`config.mk`:
```
export PLATFORM = sky130hd
export DESIGN_NAME = slfa_top
export DESIGN_NICKNAME = d
export VERILOG_FILES = /design/src/rtl/slfa_pkg.sv /design/src/rtl/slfa_lock_prog.sv /design/src/rtl/slfa_top.sv
export SDC_FILE = /design/constraint.sdc
export NUM_CORES = 1
export LEC_CHECK = 0
export BUFFER_PORTS_ARGS = -buffer_cell sky130_fd_sc_hd__buf_2
export CELL_PAD_IN_SITES_DETAIL_PLACEMENT = 0
export CELL_PAD_IN_SITES_GLOBAL_PLACEMENT = 1
export CORE_MARGIN = 2
export CORE_UTILIZATION = 40
export CTS_CLUSTER_SIZE = 10
export DETAILED_ROUTE_END_ITERATION = 8
export PLACE_DENSITY_LB_ADDON = 0.1
export SYNTH_ARGS = -nofsm -noshare
export SYNTH_HDL_FRONTEND = slang
export SYNTH_SLANG_ARGS = --single-unit
```
`constraint.sdc`:
```
create_clock -name core_clk -period 6.9 [get_ports core_clk]
set_clock_uncertainty 0.15 [all_clocks]
set_input_delay 1.38 -clock core_clk [delete_from_list [all_inputs] [get_ports core_clk]]
set_output_delay 1.38 -clock core_clk [all_outputs]
set_load 0.05 [all_outputs]
```
`src/rtl/slfa_pkg.sv`:
```
package slfa_pkg;

   // register map
   localparam logic [7:0] CTRL_OFS       = 8'h00;
   localparam logic [7:0] LOCK_VIEW_OFS  = 8'h04;

   // control register field positions
   localparam int         EN_BIT         = 0;
   localparam int         LOCKSET_BIT    = 3;
   localparam int         REENABLE_BIT   = 4;
   localparam int         RWW_BUSY_BIT   = 6;
   localparam int         IRQ_EN_BIT     = 7;

   // command patterns on control bits 5..0
   localparam logic [5:0] CMD_LOCK_SET   = 6'h09;
   localparam logic [5:0] CMD_RWW_REEN   = 6'h11;
   localparam logic [5:0] MODE_RESET     = 6'h00;

   // timed acceptance windows, cycles after the control write
   localparam logic [2:0] STORE_WIN      = 3'h4;
   localparam logic [2:0] LOAD_WIN       = 3'h3;

   // address pointer values for readout
   localparam logic [15:0] Z_FUSE_LOW    = 16'h0000;
   localparam logic [15:0] Z_LOCK        = 16'h0001;
   localparam logic [15:0] Z_FUSE_EXT    = 16'h0002;
   localparam logic [15:0] Z_FUSE_HIGH   = 16'h0003;

   // lock bits after power-on, all unprogrammed
   localparam logic [5:0] LOCK_RESET     = 6'h3F;
   localparam logic [1:0] UNUSED_HI      = 2'h3;
   localparam logic [3:0] UNUSED_EXT     = 4'hF;

   // axi responses
   localparam logic [1:0] RESP_OKAY      = 2'h0;
   localparam logic [1:0] RESP_SLVERR    = 2'h2;

   // flash write time
   localparam int         CLK_MHZ        = 200;
   localparam int         PROG_MIN_NS    = 3_700_000;
   localparam int         PROG_MAX_NS    = 4_500_000;
   localparam int         PROG_CYCLES    = (PROG_MIN_NS * CLK_MHZ + 999) / 1000;
   localparam int         PROG_MAX_CYC   = (PROG_MAX_NS * CLK_MHZ) / 1000;

endpackage

```
`src/rtl/slfa_lock_prog.sv`:
```
`timescale 1ns/1ps
module slfa_lock_prog #(
   parameter int PROG_CYCLES = slfa_pkg::PROG_CYCLES
) (
   input  wire logic       core_clk,
   input  wire logic       por_n,
   input  wire logic       start,
   input  wire logic [5:0] data,
   output logic            busy,
   output logic [5:0]      lock_bits
);
   localparam int CW = $clog2(PROG_CYCLES + 1);

   logic          busy_reg;
   logic          busy_next;
   logic [CW-1:0] cnt_reg;
   logic [CW-1:0] cnt_next;
   logic [5:0]    lock_reg;
   logic [5:0]    lock_next;
   logic [5:0]    pend_reg;
   logic [5:0]    pend_next;

   always_comb begin
      busy_next = busy_reg;
      cnt_next  = cnt_reg;
      lock_next = lock_reg;
      pend_next = pend_reg;
      if (start && !busy_reg) begin
         busy_next = 1'b1;
         cnt_next  = CW'(PROG_CYCLES - 1);
         pend_next = data;
      end else if (busy_reg) begin
         if (cnt_reg == '0) begin
            busy_next = 1'b0;
            lock_next = lock_reg & pend_reg;
         end else begin
            cnt_next = cnt_reg - 1'b1;
         end
      end
   end

   always_ff @(posedge core_clk or negedge por_n) begin
      if (!por_n) begin
         busy_reg <= 1'b0;
         cnt_reg  <= '0;
         lock_reg <= slfa_pkg::LOCK_RESET;
         pend_reg <= slfa_pkg::LOCK_RESET;
      end else begin
         busy_reg <= busy_next;
         cnt_reg  <= cnt_next;
         lock_reg <= lock_next;
         pend_reg <= pend_next;
      end
   end

   assign busy      = busy_reg;
   assign lock_bits = lock_reg;

   lock_only_program_a: assert property (@(posedge core_clk) disable iff (!por_n)
      (lock_reg & ~$past(lock_reg)) == 6'h00)
      else $error("lock bit returned to unprogrammed");

   prog_duration_a: assert property (@(posedge core_clk) disable iff (!por_n)
      cnt_reg <= CW'(PROG_CYCLES - 1))
      else $error("write timer beyond programming time");

endmodule

```
`src/rtl/slfa_top.sv`:
```
`timescale 1ns/1ps
module slfa_top #(
   parameter int PROG_CYCLES = slfa_pkg::PROG_CYCLES
) (
   input  wire logic        core_clk,
   input  wire logic        arst_n,
   input  wire logic        por_n,
   input  wire logic [7:0]  s_axi_awaddr,
   input  wire logic        s_axi_awvalid,
   output logic             s_axi_awready,
   input  wire logic [31:0] s_axi_wdata,
   input  wire logic [3:0]  s_axi_wstrb,
   input  wire logic        s_axi_wvalid,
   output logic             s_axi_wready,
   output logic [1:0]       s_axi_bresp,
   output logic             s_axi_bvalid,
   input  wire logic        s_axi_bready,
   input  wire logic [7:0]  s_axi_araddr,
   input  wire logic        s_axi_arvalid,
   output logic             s_axi_arready,
   output logic [31:0]      s_axi_rdata,
   output logic [1:0]       s_axi_rresp,
   output logic             s_axi_rvalid,
   input  wire logic        s_axi_rready,
   input  wire logic        insn_store_pgm,
   input  wire logic        insn_load_pgm,
   input  wire logic [15:0] insn_zptr,
   input  wire logic [7:0]  low_working_register,
   input  wire logic        eeprom_write_busy,
   input  wire logic        rww_prog_busy,
   input  wire logic [7:0]  fuse_low_byte,
   input  wire logic [7:0]  fuse_high_byte,
   input  wire logic [3:0]  extended_fuse_byte,
   input  wire logic [7:0]  pm_rd_data,
   output logic [15:0]      pm_rd_addr,
   output logic             lpm_valid,
   output logic [7:0]       lpm_data,
   output logic             irq_req,
   output logic [5:0]       lock_bits
);
   logic        awf_reg,  awf_next,  wf_reg,  wf_next;
   logic [7:0]  awa_reg,  awa_next;
   logic [7:0]  wd_reg,   wd_next;
   logic        wst_reg,  wst_next;
   logic        bv_reg,   bv_next,   rv_reg,  rv_next;
   logic [1:0]  br_reg,   br_next,   rr_reg,  rr_next;
   logic [31:0] rd_reg,   rd_next;
   logic [5:0]  mode_reg, mode_next;
   logic [2:0]  win_reg,  win_next;
   logic        rwwb_reg, rwwb_next;
   logic        irqen_reg, irqen_next;
   logic        irq_reg,  irq_next;
   logic        lv_reg,   lv_next,   pend_reg, pend_next;
   logic [7:0]  ld_reg,   ld_next;
   logic [15:0] pa_reg,   pa_next;
   logic        start,    prog_busy, en_vis, do_write, ctrl_wr, special_hit;
   logic [7:0]  ctrl_view, sel_byte;

   slfa_lock_prog #(
      .PROG_CYCLES (PROG_CYCLES)
   ) u_prog (
      .core_clk  (core_clk),
      .por_n     (por_n),
      .start     (start),
      .data      (low_working_register[5:0]),
      .busy      (prog_busy),
      .lock_bits (lock_bits)
   );

   // enable reads set until write finishes
   assign en_vis   = mode_reg[slfa_pkg::EN_BIT] | prog_busy;
   assign ctrl_view = {irqen_reg, rwwb_reg, 1'b0, mode_reg[4:1], en_vis};
   assign do_write = awf_reg && wf_reg && !bv_reg;
   assign ctrl_wr  = do_write && (awa_reg == slfa_pkg::CTRL_OFS) && wst_reg;

   always_comb begin
      unique case (insn_zptr)
         slfa_pkg::Z_FUSE_LOW:  sel_byte = fuse_low_byte;
         slfa_pkg::Z_LOCK:      sel_byte = {slfa_pkg::UNUSED_HI, lock_bits};
         slfa_pkg::Z_FUSE_EXT:  sel_byte = {slfa_pkg::UNUSED_EXT, extended_fuse_byte};
         slfa_pkg::Z_FUSE_HIGH: sel_byte = fuse_high_byte;
         default:               sel_byte = 8'hFF;
      endcase
   end

   assign special_hit = insn_load_pgm && (mode_reg == slfa_pkg::CMD_LOCK_SET) && (win_reg >= 3'h2)
                        && !eeprom_write_busy && !ctrl_wr;
   assign start = insn_store_pgm && (mode_reg == slfa_pkg::CMD_LOCK_SET) && (win_reg != 3'h0)
                  && !eeprom_write_busy && !prog_busy && !ctrl_wr;

   always_comb begin
      awf_next = awf_reg;
      awa_next = awa_reg;
      wf_next  = wf_reg;
      wd_next  = wd_reg;
      wst_next = wst_reg;
      bv_next  = bv_reg;
      br_next  = br_reg;
      rv_next  = rv_reg;
      rr_next  = rr_reg;
      rd_next  = rd_reg;
      if (s_axi_awvalid && !awf_reg) begin
         awf_next = 1'b1;
         awa_next = {s_axi_awaddr[7:2], 2'b00};
      end
      if (s_axi_wvalid && !wf_reg) begin
         wf_next  = 1'b1;
         wd_next  = s_axi_wdata[7:0];
         wst_next = s_axi_wstrb[0];
      end
      if (do_write) begin
         awf_next = 1'b0;
         wf_next  = 1'b0;
         bv_next  = 1'b1;
         br_next  = (awa_reg == slfa_pkg::CTRL_OFS || awa_reg == slfa_pkg::LOCK_VIEW_OFS) ?
                    slfa_pkg::RESP_OKAY : slfa_pkg::RESP_SLVERR;
      end
      if (bv_reg && s_axi_bready) begin
         bv_next = 1'b0;
      end
      if (s_axi_arvalid && !rv_reg) begin
         rv_next = 1'b1;
         rr_next = slfa_pkg::RESP_OKAY;
         unique case ({s_axi_araddr[7:2], 2'b00})
            slfa_pkg::CTRL_OFS:      rd_next = {24'h000000, ctrl_view};
            slfa_pkg::LOCK_VIEW_OFS: rd_next = {24'h000000, slfa_pkg::UNUSED_HI, lock_bits};
            default: begin
               rd_next = 32'h00000000;
               rr_next = slfa_pkg::RESP_SLVERR;
            end
         endcase
      end else if (rv_reg && s_axi_rready) begin
         rv_next = 1'b0;
      end
   end

   always_comb begin
      mode_next  = mode_reg;
      win_next   = win_reg;
      irqen_next = irqen_reg;
      rwwb_next  = rwwb_reg;
      lv_next    = 1'b0;
      ld_next    = ld_reg;
      pa_next    = pa_reg;
      pend_next  = 1'b0;
      if (win_reg != 3'h0) begin
         win_next = win_reg - 3'h1;
         if (win_reg == 3'h1) begin
            mode_next = slfa_pkg::MODE_RESET;
         end
      end
      if (start) begin
         // lock write leaves rww flag alone
         mode_next = slfa_pkg::MODE_RESET;
         win_next  = 3'h0;
      end else if (insn_store_pgm && (mode_reg == slfa_pkg::CMD_RWW_REEN) && (win_reg != 3'h0)
                   && !eeprom_write_busy && !ctrl_wr) begin
         rwwb_next = 1'b0;
         mode_next = slfa_pkg::MODE_RESET;
         win_next  = 3'h0;
      end
      if (special_hit) begin
         ld_next   = sel_byte;
         lv_next   = 1'b1;
         mode_next = slfa_pkg::MODE_RESET;
         win_next  = 3'h0;
      end else if (insn_load_pgm) begin
         pa_next   = insn_zptr;
         pend_next = 1'b1;
      end
      if (pend_reg) begin
         ld_next = pm_rd_data;
         lv_next = 1'b1;
      end
      if (ctrl_wr) begin
         irqen_next = wd_reg[slfa_pkg::IRQ_EN_BIT];
         if (wd_reg[slfa_pkg::EN_BIT] && !prog_busy) begin
            mode_next = wd_reg[5:0];
            win_next  = slfa_pkg::STORE_WIN;
         end
      end
      if (rww_prog_busy) begin
         rwwb_next = 1'b1;
      end
   end

   assign irq_next = irqen_reg & ~en_vis;

   always_ff @(posedge core_clk or negedge arst_n) begin
      if (!arst_n) begin
         awf_reg   <= 1'b0;
         awa_reg   <= 8'h00;
         wf_reg    <= 1'b0;
         wd_reg    <= 8'h00;
         wst_reg   <= 1'b0;
         bv_reg    <= 1'b0;
         br_reg    <= slfa_pkg::RESP_OKAY;
         rv_reg    <= 1'b0;
         rr_reg    <= slfa_pkg::RESP_OKAY;
         rd_reg    <= 32'h00000000;
         mode_reg  <= slfa_pkg::MODE_RESET;
         win_reg   <= 3'h0;
         rwwb_reg  <= 1'b0;
         irqen_reg <= 1'b0;
         irq_reg   <= 1'b0;
         lv_reg    <= 1'b0;
         ld_reg    <= 8'h00;
         pa_reg    <= 16'h0000;
         pend_reg  <= 1'b0;
      end else begin
         awf_reg   <= awf_next;
         awa_reg   <= awa_next;
         wf_reg    <= wf_next;
         wd_reg    <= wd_next;
         wst_reg   <= wst_next;
         bv_reg    <= bv_next;
         br_reg    <= br_next;
         rv_reg    <= rv_next;
         rr_reg    <= rr_next;
         rd_reg    <= rd_next;
         mode_reg  <= mode_next;
         win_reg   <= win_next;
         rwwb_reg  <= rwwb_next;
         irqen_reg <= irqen_next;
         irq_reg   <= irq_next;
         lv_reg    <= lv_next;
         ld_reg    <= ld_next;
         pa_reg    <= pa_next;
         pend_reg  <= pend_next;
      end
   end

   assign s_axi_awready = !awf_reg;
   assign s_axi_wready  = !wf_reg;
   assign s_axi_bvalid  = bv_reg;
   assign s_axi_bresp   = br_reg;
   assign s_axi_arready = !rv_reg;
   assign s_axi_rvalid  = rv_reg;
   assign s_axi_rresp   = rr_reg;
   assign s_axi_rdata   = rd_reg;
   assign pm_rd_addr    = pa_reg;
   assign lpm_valid     = lv_reg;
   assign lpm_data      = ld_reg;
   assign irq_req       = irq_reg;

   store_window_a: assert property (@(posedge core_clk) disable iff (!arst_n)
      $rose(prog_busy) |-> $past(insn_store_pgm) && $past(win_reg) inside {[3'h1:3'h4]})
      else $error("lock write started outside store window");

   eep_prog_block_a: assert property (@(posedge core_clk) disable iff (!arst_n)
      (insn_store_pgm && eeprom_write_busy) |=> !$rose(prog_busy))
      else $error("lock write started during eeprom write");

   eep_read_block_a: assert property (@(posedge core_clk) disable iff (!arst_n)
      (insn_load_pgm && eeprom_write_busy) |=> !lv_reg ##1 lv_reg && ld_reg == $past(pm_rd_data))
      else $error("fuse or lock read during eeprom write");

   window_expiry_a: assert property (@(posedge core_clk) disable iff (!arst_n)
      (ctrl_wr && wd_reg[0] && !prog_busy) |=> (mode_reg != 6'h00)
         ##[1:4] (mode_reg == 6'h00 || (ctrl_wr && wd_reg[0])))
      else $error("command bits did not clear within four cycles");

   lock_readout_a: assert property (@(posedge core_clk) disable iff (!arst_n)
      (special_hit && insn_zptr == 16'h0001) |=> lv_reg && ld_reg == {2'b11, $past(lock_bits)})
      else $error("lock byte readout wrong");

   ext_fuse_a: assert property (@(posedge core_clk) disable iff (!arst_n)
      (special_hit && insn_zptr == 16'h0002) |=> ld_reg[7:4] == 4'hF && ld_reg[3:0] == $past(extended_fuse_byte))
      else $error("extended fuse readout wrong");

   rww_hold_a: assert property (@(posedge core_clk) disable iff (!arst_n)
      rww_prog_busy |=> rwwb_reg)
      else $error("rww busy flag dropped while section busy");

   irq_level_a: assert property (@(posedge core_clk) disable iff (!arst_n)
      (irqen_reg && !en_vis) [*2] |-> irq_reg)
      else $error("interrupt request not held while enable clear");

   ordinary_read_a: assert property (@(posedge core_clk) disable iff (!arst_n)
      (insn_load_pgm && mode_reg == 6'h00) |=> pa_reg == $past(insn_zptr) ##1 lv_reg)
      else $error("ordinary program read not performed");

endmodule

```
==> out/qor.yml <==
synth-edff-count: 0
initial_utilization_pct: 41.2
grtUsageTotal_pct: 18.5
cts.clk_slew.worst_paths_ps: 70
grt_pass1_vias: 3705
ys_seq_elements: 99
p_sw_uw: 488
drv_cap: 0
fin_area_sq_mm: 0.00596
ir_drop_mv: 0.185
clockBufferDepth: 2
root_buffer: "clkbuf_16"
drt-wirelength-per-cell_microns: 15.8
combPwrFrac_pct: 21.8
swShare_pct: 31.8
core_area_sq_mm: 0.0121
vias: 3888
status: "complete, no violations"
final-setup-viol-count: 0
final_nets: 698
post_cts_buffers: 0
drt-initial-drc-count: 337
reg2reg_slack_ps: 3880
hold_class: "flop to flop"
finalCritPeriodShare_pct: 46.0
synthCells: 458
rows: 40
gr-total-overflow: 0
pwr-share-clk_pct: 32.6
yosysWarnings: 0
powerDensity_mw_per_mm2: 257
viasPerCell: 5.18
synth_flop_cell: "dfrtp_1"
grt_antenna_before_repair: 0
drc: 0
clk_latency_ps: 340
routed_wirelength_microns: 11900
synthToLayoutAreaGrowth_pct: 19.5
dp_hpwl_microns: 8840
critical_path_required_ps: 6910
die_w_microns: 116
relSlewSlack_pct: 34.7
cts_tree: "built"
grt_max_degree: 67
fin_util_pct: 49.2
layout.cells.non_filler: 750
pin_count: 189
cts_resized: 0
synth_area_leaders: "dfrtp_1 (44%), mux2_2 (7.0%), dfstp_2 (6.3%), buf_4 (3.9%), mux2_4 (2.7%)"
cts-htree-levels: 3
final_common_cell: "buf_2"
endpoint_kind: "flop"
mostFrequentLayoutCells: "buf_2 (128), dfrtp_1 (87), mux2_2 (31)"
postSynth.asyncResetShare_pct: 100
clock.fmax_mhz: 315
hold_violations: 0
synth_area_per_cell_sq_um: 10.9
p_int_mw: 1.04
dieArea_sq_mm: 0.0134
arrival_ps: 3190
routabilityCongestion: 0.781
ys_seq_area_share_pct: 50.0
slew_viol_final: 0
min_period_ps: 3170
fin_setup_tns_ps: 0
io_buffers: 128
p_seq_share_pct: 45.5
place_area_sq_mm: 0.00567
die_h_microns: 116
n_antenna_cell: 0
critPathKind: "input port to flop"
drive_gt1_share_pct: 35.9
yosysTopAreaCell: "dfrtp_1"
cts_num_sinks: 99
cts_buffers: 9
placed_cells: 734
netlist-cell-type-count: 55
first_pass_iters: 7
worstPathMaxFanout: 8
holdBufCountCts: 0
largest_register_ffs: 20
ant_nets: 0
synth_top_area_share_pct: 43.6
tightest_slew_ps: 971
grt_pass1_wl_microns: 19200
cp-start-kind: "input port"
total_power_mw: 1.53
syn_area_sq_mm: 0.00499
cellLeakagePower_nw: 2.65
rsz0062_at_grt: "no"
## critical path, stage by stage
cell	delay (ps)
buf_2	100
nor4_1	570
nand4_1	160
nor3_1	770
a222oi_1	210
## through the flow
step	hold WS, ps	worst slack (ps)
final	331	3730
after global routing	358	3580
after CTS	337	3800
after detailed placement	322	3420
after global placement	309	3490
after floorplan	285	4030
## metal layers
metal	GRT usage, %	vias to the layer above	wire, microns
li1	-	1870	-
met1	26.3	1872	5610
met2	28.3	138	5410
met3	3.19	8	738
met4	6.98	0	120
met5	0	-	0
## power groups by stage
stage | logic [mW] | clock network [mW] | registers [mW]
after CTS | 0.339 | 0.521 | 0.699
after global placement | 0.333 | 0 | 0.706
after floorplan | 0.191 | 0 | 0.771
after detailed placement | 0.339 | 0 | 0.710
final | 0.335 | 0.500 | 0.698
after global routing | 0.363 | 0.546 | 0.707
## final timing paths
kind                                endpoint           start  depth (start not counted)
max reg2reg                      lpm_data[3]     mode_reg[1]                          4
min in group asynchronous  u_prog.cnt_reg[2]           por_n                          1
max                              lpm_data[3]    insn_zptr[3]                          5
max in group asynchronous          irqen_reg          arst_n                          2
min                           s_axi_rdata[3]  s_axi_rdata[3]                          2
min reg2reg                   s_axi_rdata[3]  s_axi_rdata[3]                          2
## cells by family after synthesis
group	share of synthesized area, %
AO/OA/AOI/OAI	14.5
XOR/XNOR	0.176
adder cells (fa/ha/maj)	1.25
buffers and inverters	7.17
flip-flops	50.0
multiplexers	12.3
other	0.0752
AND/OR/NAND/NOR	14.6
## area by class of cell
type / instances / area [sq um]
clock buffer: 11 / 233
multi-input combinational: 317 / 2230
clock inverter: 5 / 61.3
tap: 168 / 210
inverter: 20 / 75.1
sequential: 99 / 2490
timing repair buffer: 130 / 656
fill: 1182 / 6150
## cells in the mapped netlist (3+ instances only)
cell / n
a21boi_0: 3
a21oi_1: 19
a222oi_1: 6
a22o_1: 4
and4_1: 4
buf_4: 26
clkbuf_1: 19
dfrtp_1: 87
dfstp_2: 12
ha_1: 5
inv_1: 20
mux2_2: 31
mux2_4: 9
mux2i_1: 13
nand2_1: 27
nand2b_1: 6
nand3_1: 9
nand4_1: 3
nor2_1: 23
nor2b_1: 4
nor3_1: 5
nor4_1: 10
nor4b_1: 3
o211ai_1: 8
o21a_1: 10
o21ai_0: 24
o22ai_1: 4
o31ai_1: 12
or2_2: 5
or3_1: 7
or4_1: 11
Note: power is estimated with default switching activity, not from simulation.
